**src/core/evt_map.svh**
```systemverilog
// Constants for the event status and state command block.
// Assumes inclusion by bare name from the package and the modules.
`ifndef EVT_MAP_SVH
`define EVT_MAP_SVH

`define EVT_PON_BIT      7
`define EVT_URQ_BIT      6
`define EVT_CME_BIT      5
`define EVT_EXE_BIT      4
`define EVT_SPARE_HI_BIT 3
`define EVT_QYE_BIT      2
`define EVT_SPARE_LO_BIT 1
`define EVT_OPC_BIT      0

`define EVT_LATCH_RST    8'h00
`define EVT_MASK_RST     8'h00
`define EVT_USED_BITS    8'hf5

`define EVT_SLOTS        10
`define EVT_STATE_W      16
`define EVT_POWER_ON_POS 16'h0000

`define EVT_ID_LEN       30
`define EVT_ASCII_NL     8'h0a
`define EVT_ASCII_ZERO   8'h30
`define EVT_ASCII_ONE    8'h31

`endif

```
**src/core/evt_pkg.sv**
```systemverilog
// Types shared by the event status and state command block.
// Assumes evt_map.svh is on the include path.
`include "evt_map.svh"

package evt_pkg;

	typedef enum logic [3:0] {
		op_none,
		op_clear_status,
		op_set_mask,
		op_query_mask,
		op_query_latch,
		op_query_id,
		op_op_complete,
		op_query_op_complete,
		op_recall,
		op_save,
		op_reset,
		op_route
	} opcode_type;

	typedef struct packed {
		opcode_type              op;
		logic                    end_of_msg;
		logic [7:0]              value;
		logic [`EVT_STATE_W-1:0] pos;
	} command_type;

	typedef struct packed {
		logic user_request_event;
		logic command_error_event;
		logic execution_error_event;
		logic query_error_event;
	} events_type;

	typedef struct packed {
		logic [2:0]      len;
		logic [3:0][7:0] ch;
	} nr1_type;

	typedef enum {st_idle, st_reply, st_wait_opc} seq_state_type;

endpackage

```
**src/core/event_status_and_state_commands.sv**
```systemverilog
// Event latch, enable mask, status queries and state save/recall.
// Assumes a parser on clk_i delivers decoded commands and error pulses,
// and that busy_i stays high while the switch mechanics move.
//
// Operation
// - Event latch bits 7,6,5,4,2,0 hold power-on, request, errors, complete.
// - Eight-bit enable mask, same bit layout, one enables the event.
// - Latch query answers the latch value as decimal 0 to 245.
// - Latch query clears the latch after capturing the answer.
// - Identification query answers maker, model and revision text.
// - Queries after the identification query in one message are ignored.
// - Operation complete command sets its bit after all motion ends.
// - Operation complete query answers "1" newline after motion ends.
// - Recall restores slot 0 to 9, or power-on state if never saved.
// - Save copies current state to slot 0 to 9 and marks it stored.
// - Reset command puts every port to off or channel 1.
// - Latch bits reach the summary flag only where the mask is one.
// - Mask clears at power-on, survives reset and clear-status commands.
`timescale 1ns/1ns
`default_nettype none
`include "evt_map.svh"

module event_status_and_state_commands #(
	parameter int SLOTS = `EVT_SLOTS,
	parameter int W     = `EVT_STATE_W
) (
	input  wire logic                clk_i,
	input  wire logic                resetn_i,
	input  wire logic                cmd_valid_i,
	input  wire evt_pkg::command_type cmd_i,
	output logic                     cmd_ready_o,
	input  wire evt_pkg::events_type  events_i,
	input  wire logic                busy_i,
	output logic                     resp_valid_o,
	output logic [7:0]               resp_data_o,
	output logic                     resp_last_o,
	input  wire logic                resp_ready_i,
	output logic [W-1:0]             switch_pos_o,
	output logic                     move_o,
	output logic [7:0]               event_latch_o,
	output logic [7:0]               event_enable_mask_o,
	output logic                     event_summary_flag_o
);
	import evt_pkg::*;

	function automatic nr1_type to_nr1(input logic [7:0] v);
		nr1_type    r;
		logic [7:0] h;
		logic [7:0] t;
		logic [7:0] o;
		h = (v / 8'd100) + `EVT_ASCII_ZERO;
		t = ((v / 8'd10) % 8'd10) + `EVT_ASCII_ZERO;
		o = (v % 8'd10) + `EVT_ASCII_ZERO;
		r = '0;
		if (v >= 8'd100)
			r = '{len: 3'd4, ch: {`EVT_ASCII_NL, o, t, h}};
		else if (v >= 8'd10)
			r = '{len: 3'd3, ch: {8'h00, `EVT_ASCII_NL, o, t}};
		else
			r = '{len: 3'd2, ch: {8'h00, 8'h00, `EVT_ASCII_NL, o}};
		return r;
	endfunction

	function automatic logic is_query(input opcode_type op);
		return (op == op_query_mask) || (op == op_query_latch) ||
			(op == op_query_id) || (op == op_query_op_complete);
	endfunction

	logic [7:0]    event_latch, event_enable_mask, set_vec;
	logic [7:0]    id_char, cur_char;
	logic          pon_done, idn_seen, opc_pend, busy_any, take;
	logic          drop_query, read_clear, cls, slot_ok, exe_int;
	logic          rd_stored, id_last, reply_id, sent_last, cur_last;
	logic [W-1:0]  rd_data;
	logic [4:0]    reply_idx;
	seq_state_type state;
	nr1_type       reply_buf;

	assign take       = cmd_valid_i && cmd_ready_o;
	assign drop_query = idn_seen && is_query(cmd_i.op);
	assign read_clear = take && cmd_i.op == op_query_latch && !drop_query;
	assign cls        = take && cmd_i.op == op_clear_status;
	// The move pulse covers the cycle before the mechanics raise busy_i
	assign busy_any   = busy_i || move_o;
	assign slot_ok    = (int'(cmd_i.value) < SLOTS);
	assign exe_int    = take && !slot_ok &&
		(cmd_i.op == op_recall || cmd_i.op == op_save);

	state_store #(
		.SLOTS(SLOTS),
		.W    (W)
	) u_store (
		.clk_i      (clk_i),
		.resetn_i   (resetn_i),
		.wr_i       (take && slot_ok && cmd_i.op == op_save),
		.idx_i      (cmd_i.value[3:0]),
		.wr_data_i  (switch_pos_o),
		.rd_data_o  (rd_data),
		.rd_stored_o(rd_stored)
	);

	id_rom #(
		.LEN(`EVT_ID_LEN)
	) u_id (
		.idx_i (reply_idx),
		.char_o(id_char),
		.last_o(id_last)
	);

	always_comb
	begin
		set_vec = 8'h00;
		set_vec[`EVT_PON_BIT] = !pon_done;
		set_vec[`EVT_URQ_BIT] = events_i.user_request_event;
		set_vec[`EVT_CME_BIT] = events_i.command_error_event;
		set_vec[`EVT_EXE_BIT] = events_i.execution_error_event || exe_int;
		set_vec[`EVT_QYE_BIT] = events_i.query_error_event;
		set_vec[`EVT_OPC_BIT] = opc_pend && !busy_any;
	end

	always_ff @(posedge clk_i or negedge resetn_i)
	begin
		if (!resetn_i)
			pon_done <= 1'b0;
		else
			pon_done <= 1'b1;
	end

	// A set in the clearing cycle survives the clear
	always_ff @(posedge clk_i or negedge resetn_i)
	begin
		if (!resetn_i)
			event_latch <= `EVT_LATCH_RST;
		else if (read_clear || cls)
			event_latch <= set_vec & `EVT_USED_BITS;
		else
			event_latch <= (event_latch | set_vec) & `EVT_USED_BITS;
	end

	always_ff @(posedge clk_i or negedge resetn_i)
	begin
		if (!resetn_i)
			event_enable_mask <= `EVT_MASK_RST;
		else if (take && cmd_i.op == op_set_mask)
			event_enable_mask <= cmd_i.value & `EVT_USED_BITS;
	end

	always_ff @(posedge clk_i or negedge resetn_i)
	begin
		if (!resetn_i)
			event_summary_flag_o <= 1'b0;
		else
			event_summary_flag_o <= |(event_latch & event_enable_mask);
	end

	always_ff @(posedge clk_i or negedge resetn_i)
	begin
		if (!resetn_i)
			opc_pend <= 1'b0;
		else if (take && cmd_i.op == op_op_complete)
			opc_pend <= 1'b1;
		else if (cls || !busy_any)
			opc_pend <= 1'b0;
	end

	always_ff @(posedge clk_i or negedge resetn_i)
	begin
		if (!resetn_i)
			idn_seen <= 1'b0;
		else if (take && cmd_i.end_of_msg)
			idn_seen <= 1'b0;
		else if (take && cmd_i.op == op_query_id && !drop_query)
			idn_seen <= 1'b1;
	end

	always_ff @(posedge clk_i or negedge resetn_i)
	begin
		if (!resetn_i)
		begin
			switch_pos_o <= W'(`EVT_POWER_ON_POS);
			move_o <= 1'b0;
		end
		else
		begin
			move_o <= 1'b0;
			if (take)
			begin
				case (cmd_i.op)
					op_route:
					begin
						switch_pos_o <= cmd_i.pos;
						move_o <= 1'b1;
					end
					op_reset:
					begin
						switch_pos_o <= W'(`EVT_POWER_ON_POS);
						move_o <= 1'b1;
					end
					op_recall:
					begin
						if (slot_ok)
							switch_pos_o <= rd_data;
						move_o <= slot_ok;
					end
					default:
						move_o <= 1'b0;
				endcase
			end
		end
	end

	assign cur_char = reply_id ? id_char : reply_buf.ch[reply_idx[1:0]];
	assign cur_last = reply_id ? id_last
		: (reply_idx[2:0] == reply_buf.len - 3'd1);

	always_ff @(posedge clk_i or negedge resetn_i)
	begin
		if (!resetn_i)
		begin
			state <= st_idle;
			cmd_ready_o <= 1'b1;
			reply_buf <= '0;
			reply_id <= 1'b0;
			reply_idx <= 5'h00;
			sent_last <= 1'b0;
			resp_valid_o <= 1'b0;
			resp_data_o <= 8'h00;
			resp_last_o <= 1'b0;
		end
		else
		begin
			case (state)
				st_idle:
				begin
					reply_idx <= 5'h00;
					sent_last <= 1'b0;
					reply_id <= (cmd_i.op == op_query_id);
					if (take && !drop_query && is_query(cmd_i.op))
					begin
						// Latch answer is the value from before its clear
						reply_buf <= to_nr1(cmd_i.op == op_query_mask
							? event_enable_mask : event_latch);
						state <= (cmd_i.op == op_query_op_complete)
							? st_wait_opc : st_reply;
						cmd_ready_o <= 1'b0;
					end
				end
				st_wait_opc:
				begin
					if (!busy_any)
					begin
						reply_buf <= '{len: 3'd2, ch: {8'h00, 8'h00,
							`EVT_ASCII_NL, `EVT_ASCII_ONE}};
						state <= st_reply;
					end
				end
				st_reply:
				begin
					if (!resp_valid_o || resp_ready_i)
					begin
						if (sent_last)
						begin
							resp_valid_o <= 1'b0;
							resp_last_o <= 1'b0;
							state <= st_idle;
							cmd_ready_o <= 1'b1;
						end
						else
						begin
							resp_valid_o <= 1'b1;
							resp_data_o <= cur_char;
							resp_last_o <= cur_last;
							sent_last <= cur_last;
							reply_idx <= reply_idx + 5'd1;
						end
					end
				end
				default:
				begin
					state <= st_idle;
					cmd_ready_o <= 1'b1;
				end
			endcase
		end
	end

	assign event_latch_o = event_latch;
	assign event_enable_mask_o = event_enable_mask;
endmodule // event_status_and_state_commands

`default_nettype wire

```
**src/core/id_rom.sv**
```systemverilog
// Identification text, one character per index, newline last.
// Assumes the caller walks idx_i from zero and stops after last_o.
`timescale 1ns/1ns
`default_nettype none
`include "evt_map.svh"

module id_rom #(
	parameter int LEN = `EVT_ID_LEN
) (
	input  wire logic [4:0] idx_i,
	output logic      [7:0] char_o,
	output logic            last_o
);
	// Maker, model and revision text; the value is arbitrary
	localparam logic [8*(LEN-1)-1:0] TEXT = "VENDOR SWITCH, 0, VERSION 1.0";

	int pos;

	always_comb
	begin
		pos = LEN - 2 - int'(idx_i);
		if (int'(idx_i) == LEN - 1)
			char_o = `EVT_ASCII_NL;
		else if (pos >= 0)
			char_o = TEXT[8*pos +: 8];
		else
			char_o = 8'h00;
		last_o = (int'(idx_i) == LEN - 1);
	end
endmodule // id_rom

`default_nettype wire

```
**src/core/state_store.sv**
```systemverilog
// Instrument state slots with a stored flag per slot.
// Assumes one write at a time; reads are combinational.
`timescale 1ns/1ns
`default_nettype none
`include "evt_map.svh"

module state_store #(
	parameter int SLOTS = `EVT_SLOTS,
	parameter int W     = `EVT_STATE_W
) (
	input  wire logic         clk_i,
	input  wire logic         resetn_i,
	input  wire logic         wr_i,
	input  wire logic [3:0]   idx_i,
	input  wire logic [W-1:0] wr_data_i,
	output logic      [W-1:0] rd_data_o,
	output logic              rd_stored_o
);
	logic [W-1:0]     slot_mem [SLOTS];
	logic [SLOTS-1:0] stored;
	logic             in_range;

	assign in_range = (int'(idx_i) < SLOTS);

	always_ff @(posedge clk_i)
	begin
		if (wr_i && in_range)
			slot_mem[idx_i] <= wr_data_i;
	end

	always_ff @(posedge clk_i or negedge resetn_i)
	begin
		if (!resetn_i)
			stored <= '0;
		else if (wr_i && in_range)
			stored[idx_i] <= 1'b1;
	end

	assign rd_stored_o = in_range && stored[idx_i];
	// Unwritten slots give back the power-on positions
	assign rd_data_o = rd_stored_o ? slot_mem[idx_i]
		: W'(`EVT_POWER_ON_POS);
endmodule // state_store

`default_nettype wire

```
**config.mk**
```make
export PLATFORM = sky130hd
export DESIGN_NAME = event_status_and_state_commands
export DESIGN_NICKNAME = d
export VERILOG_FILES = /design/src/core/evt_pkg.sv /design/src/core/event_status_and_state_commands.sv /design/src/core/id_rom.sv /design/src/core/state_store.sv
export VERILOG_INCLUDE_DIRS = /design/src /design/src/core
export SDC_FILE = /design/constraint.sdc
export NUM_CORES = 1
export LEC_CHECK = 0
export BUFFER_PORTS_ARGS = -buffer_cell sky130_fd_sc_hd__buf_2
export CORE_MARGIN = 10
export CORE_UTILIZATION = 25
export DETAILED_ROUTE_END_ITERATION = 7
export GPL_ROUTABILITY_DRIVEN = 0
export GPL_TIMING_DRIVEN = 0
export PLACE_DENSITY = 0.39
export SYNTH_ARGS = -nofsm -noshare
export SYNTH_HDL_FRONTEND = slang
export SYNTH_SLANG_ARGS = --single-unit
```
**constraint.sdc**
```tcl
create_clock -name clk_i -period 11.4 [get_ports clk_i]
set_input_delay 1.14 -clock clk_i [delete_from_list [all_inputs] [get_ports clk_i]]
set_output_delay 1.14 -clock clk_i [all_outputs]
set_load 0.02 [all_outputs]
```
## Yosys cells after proc, flatten, opt, wreduce, memory -nomap -nowiden

Memory sizes are Yosys's and may differ from the RTL's.
Cells that the tools add are included.

- Add/subtract/negate cells: 6
- Div/mod/pow operators: 4
- Magnitude comparators: 8
- Eq/ne operators: 21
- Shifts and indexed selects: 1
- Mux-type cells: 46
- Bitwise logic cells: 5
- Reductions and logical operators: 50

Operator list:

| operator | count |
|---|---|
| $shiftx A232 B32 Y8 const A | 1 |
| $mux W32 | 4 |
| $mux W35 | 3 |
| $pmux W32 S3 | 1 |
| $pmux W35 S2 | 1 |
| $mux W8 | 6 |
| $pmux W16 S3 | 1 |
| $mux W33 | 1 |
| $eq A32 B1 Y1 const B | 1 |
| $eq A32 B2 Y1 const B | 1 |
| $ge A32 B1 Y1 const B | 1 |
| $logic_not A32 Y1 | 1 |
| $mux W16 | 2 |
| $add A8 B6 Y8 const B | 3 |
| $logic_and A1 B1 Y1 | 20 |
| $mux W1 | 17 |
| $bmux W8 S2 | 1 |
| $eq A4 B3 Y1 const B | 4 |
| $eq A4 B4 Y1 const B | 4 |
| $mod A8 B4 Y8 const B | 2 |
| $ne A2 B2 Y1 const B | 6 |
| $reduce_and A3 Y1 | 4 |
| $mux W5 | 2 |
| $or A10 B10 Y10 | 1 |
| other kinds (33) | 53 |

- Register bits: 130
- RAM bits: 160
- Bits of input ports: 38
- Output and inout bits: 45
- Logic and storage cells: 164
- Memories: 1

Memories:

| name | depth | bits a word | rd ports | clocked after Yosys merged registers in | write ports | RTL line | text |
|---|---|---|---|---|---|---|---|
| u_store.slot_mem | 10 | 16 | 1 | 0 | 1 | state_store.sv:19 | `logic [W-1:0] slot_mem [SLOTS];` |

## Longest topological paths before layout

- Word-level depth: 10
- Depth in mapped cells: 36
- Depth with buffers taken out: 32

## Cells and area by module

Synthesis repeated with hierarchy kept, for this count alone.

- Cells, all modules: 1093
- Area total of the unflattened synthesis: 12938.7 µm²

By module, submodules not included:

| module | instances | cells each | area an instance (µm²) | seq. area each (µm²) |
|---|---|---|---|---|
| state_store | 1 | 347 | 6777.8 | 5054.8 |
| event_status_and_state_commands | 1 | 610 | 5330.1 | 2003.2 |
| id_rom | 1 | 136 | 830.8 | 0.0 |

## Least setup slack after synthesis

No wires, ideal clock.

- Path kind: input to register
- Start point: input port cmd_i[27] (netlist bit)
- End point: register reply_buf[5] (netlist bit)
- Library setup time: 104 ps
- Arrival: 7675 ps
- Data required time: 11296 ps
- Setup slack: 3621 ps
- Cell stages on the path: 34
- Buffers on the path: 5
- Cells stage by stage: buf_4 -> and4bb_1 -> buf_6 -> buf_2 -> mux2_2 -> ha_1 -> clkbuf_1 -> or4bb_1 -> o211a_1 -> a22o_1 -> nand2_2 -> inv_1 -> ha_1 -> clkbuf_1 -> inv_1 -> a311oi_2 -> nand3_4 -> inv_6 -> xnor2_1 -> inv_1 -> ha_1 -> nor2b_1 -> nand2_1 -> nor3_1 -> nand3_1 -> nand2_1 -> a21oi_1 -> ha_1 -> nor3_1 -> o22ai_1 -> nor2_1 -> xnor2_1 -> ha_1 -> a221oi_1

- Cells in the longest elaborated chain, start to end: 10
- Elaborated cells between the ends (all ways): 27
- Those cells by class: add/sub (3); div (4); order compare (2); eq/ne (5); mux (5); reduce/logical (8)

RTL lines:

| item | RTL line | text |
|---|---|---|
| start: declaration | event_status_and_state_commands.sv:30 | `input wire evt_pkg::command_type cmd_i,` |
| parallel branches: the longest is 10 deep, another holds $div A8 B4 Y8 | n/a |  |
| end signal: assignment | event_status_and_state_commands.sv:241 | `reply_buf <= to_nr1(cmd_i.op == op_query_mask` |
| end signal: assignment | event_status_and_state_commands.sv:252 | `reply_buf <= '{len: 3'd2, ch: {8'h00, 8'h00,` |
| end: declaration | event_status_and_state_commands.sv:77 | `nr1_type reply_buf;` |

Parallel ways; which one is timed is not known. The select of a mux whose other input is x is not followed.
A chain may end at the register's enable or synchronous reset.

## Final worst setup path

- Start point: input port cmd_i[26] (netlist bit)
- End point: register reply_buf[5] (netlist bit)

Same word-level chain as after synthesis.

==> key figures <==
Worst hold path
  – Hold Crit Class: flop to flop
  – Hold path start: pon_done
  – Hold Crit Depth: 1
  – Hold path endpoint: event_latch_o[7]

Logic synthesis
  – Synth unique cells: 85
  – Synthesized area: 12,200 sq um
  – Synth Register Bits: 250
  – Top_reg_cell synth: edfxtp_1
  – Yosys warning total: 0
  – Seq/Total Area, Yosys: 57.9%
  – Synth async-reset ratio: approximately 36%
  – Gate Count Post-Synth: between 900 and 1,000
  – Number of flops mapped to enable cells by yosys: 160
  – Syn avg cell area: 12.3 sq um

Global route
  – Number of global-route vias before repair: 8,785
  – Met2 Track Usage GR: between 20% and 30%
  – Largest net degree at the start of global routing: just over 60
  – Busiest grt layer: met2
  – Total congestion overflow: 0
  – Initial antenna violation count: 1
  – Global Route met1 Usage: between 10% and 20%
  – Met3 usage in global routing: roughly 2.1%
  – GRT Util Overall: about an eighth
  – Global-route wire length before repair: around 56 mm

STA
  – Period utilization: approximately 74%
  – Slew margin rel.: 8.07%
  – Minimum clock period: 8.47 ns
  – Maximum clock frequency: 118 MHz
  – Setup Skew: between 0.01 and 0.015 ns
  – Final setup vio count: 0
  – RSZ-0062 raised after global routing: false
  – Max Slew Vio Count: 0
  – Worst Tran Pin Value: between 1 and 1.5 ns
  – Fin. Hold Viols: 0
  – Hold Slack: around 0.4 ns
  – Setup TNS: 0 ns

Final layout
  – Most common cell after layout, fill and taps aside: edfxtp_1
  – Area grow syn2layout: 19.3%
  – Commonest non-fill, non-tap cells in the layout: 160 x edfxtp_1, 89 x nand2_1, 89 x dfrtp_1
  – Fin nets: between 1,000 and 1,500
  – Final cell count without fillers: roughly 1,700
  – Final core occ: 30.3%
  – Inserted Diodes: 0
  – Layout cell share with drive strength beyond 1: about a fifth

Pwr
  – Worst vdd ir: about 0.00011 V
  – Power density over the cells: 139 nW/um^2
  – Design Power: just over 2 mW
  – Pleak: between 5 and 6 nW

Critical path
  – Worst reg2reg path startpoint: event_enable_mask_o[5]
  – Reg2reg setup slack: 3.72 ns
  – Crit Reg-Reg Endpoint: reply_buf[5]
  – Crit path capture type: flop
  – CP required: roughly 12 ns
  – Crit path max-delay cell type: or4bb_1
  – CP max stage delay: between 0.5 and 0.6 ns
  – Critical Path Fanout Max: 10
  – Critical path class: input pin to flop
  – CP arrival: 8.94 ns
  – Top Family by Delay on Critical Path: simple AND/OR/NAND/NOR gates
  – Buf/Inv on CP: 9
  – Crit start category: input pin
  – Crit path top cell by count: ha_1
  – R2R depth: 31

Routing
  – First drt pass iteration count: 7
  – WL per Instance: ~21 um
  – Vias: 8,644
  – Final wirelength: around 37 mm
  – Initial DRC Count: slightly above 700
  – Residual DRC: 0
  – Final ANT Viol Nets: 0
  – Vias per cell: slightly below 5

Clock network
  – CTS-repair resized insts: 0
  – CTS tree: yes
  – Cts-stage hold buffer count: 0
  – Worst-Skew Late Latency: approximately 0.57 ns
  – Clk root buf: clkbuf_16
  – Clock Tree Buf Depth: 3
  – Post-CTS Setup Repair Bufs: 0
  – Clock sink count: between 200 and 300
  – H-tree depth: 1
  – Total CTS buffers: 29
  – Worst-path clk slew: approximately 0.060 ns

Run
  – Max Cap Violations: 0

Placement
  – Port Buffers: 73
  – Dpl hpwl: 26.4 mm
  – Dpl cells: approximately 1,700

Die
  – Die ar.: 58,000 sq um
  – FP Rows: 80
  – I/O pin cnt: 83
  – Vert. Die Dim: 241 um
  – Die width: approximately 240 um
  – Core area: 47,900 sq um
  – Starting density of the core: 25.4%

Run status
  – Status: complete, no violations
-- worst max-delay path by stage --
stage	startpoint	cells after the start	slack, ns	endpoint
after global routing	cmd_i[26]	36	2.30	reply_buf[13]
after detailed placement	cmd_i[26]	34	2.37	reply_buf[5]
after CTS	cmd_i[26]	34	2.94	reply_buf[5]
after global placement	cmd_i[26]	36	2.28	reply_buf[13]
after floorplan	cmd_i[27]	34	3.62	reply_buf[5]
final	cmd_i[26]	34	2.93	reply_buf[5]
-- flip-flops by register name, summed over array words and instances (netlist names) --
register and cells:
cmd_ready_o 1, event_enable_mask_o 6, event_latch_o 6, event_summary_flag_o 1, idn_seen 1, move_o 1
opc_pend 1, pon_done 1, reply_buf 27, reply_id 1, reply_idx 5, resp_data_o 8
resp_last_o 1, resp_valid_o 1, sent_last 1, state 2, switch_pos_o 16, u_store.slot_mem 160
u_store.stored 10
-- cells by family (layout without fill, tap and decap cells) --
group                      Yosys count  count (layout)  share of synthesized area [%]
xor gates and xnor gates            24              24                           1.79
muxes                               74              74                           9.85
DFF                                250             250                           57.9
and+or+nand+nor                    289             289                           12.1
AOI/OAI and AO/OA                  248             248                           13.6
buffers and inverters               83             223                           2.93
adders and majority gates           17              17                           1.73
other                                2               5                         0.0616
-- stage by stage --
step                      instance area (sq um)  worst slack (ns)
after floorplan                           12200              3.62
after global placement                    13300              2.28
after detailed placement                  13600              2.37
after CTS                                 14500              2.94
after global routing                      14500              2.30
final                                     14500              2.93
-- worst reg2reg max path: cells and delay by family, from the launching register on --
| kind | cells | cell delay [ns] |
|---|---|---|
| AOI/OAI and AO/OA | 6 | 1.44 |
| xor gates and xnor gates | 2 | 0.28 |
| adders and majority gates | 5 | 1.45 |
| buffers and inverters | 7 | 1.49 |
| DFF | 1 | 0.43 |
| muxes | 1 | 0.33 |
| and+or+nand+nor | 10 | 2.17 |
-- report_power, final --
part           total, mW  internal (mW)  leakage [nW]  switching (mW)
registers          0.957          0.957          3.07        0.000182
logic              0.152         0.0528          2.26          0.0996
clock network      0.907          0.523         0.453           0.383
total               2.02           1.53          5.78           0.483
-- cell type report --
cell class              count  area, sq um
fillers                  4834        33400
flip-flops and latches    250         7060
multi-input cells         657         4810
clock buffers              40          777
well taps                 615          769
repair buffers             86          627
plain buffers              63          277
clock inverters            14          136
inverters                  20         80.1
-- Yosys cell counts, types with 12 or more instances --
library cell	number	area (sq um)
a211oi_1	22	165
mux4_2	36	811
nand2_1	89	334
nor3_1	19	95.1
inv_1	19	71.3
nor2b_1	23	144
o21ai_0	69	345
xnor2_1	13	114
dfrtp_1	89	2230
nor2_1	63	236
or2_2	15	93.8
a21oi_1	54	270
nand3_1	16	80.1
clkbuf_1	43	161
mux2i_1	31	310
a22oi_1	26	195
nand2b_1	12	75.1
ha_1	16	200
edfxtp_1	160	4800
-- routing by layer --
metal	vias to the layer above	wire [um]
met5	-	0
met4	0	554
met3	32	1800
met2	224	17600
met1	4390	17200
li1	3998	-
No activity file was read; power rests on OpenSTA's default activity.
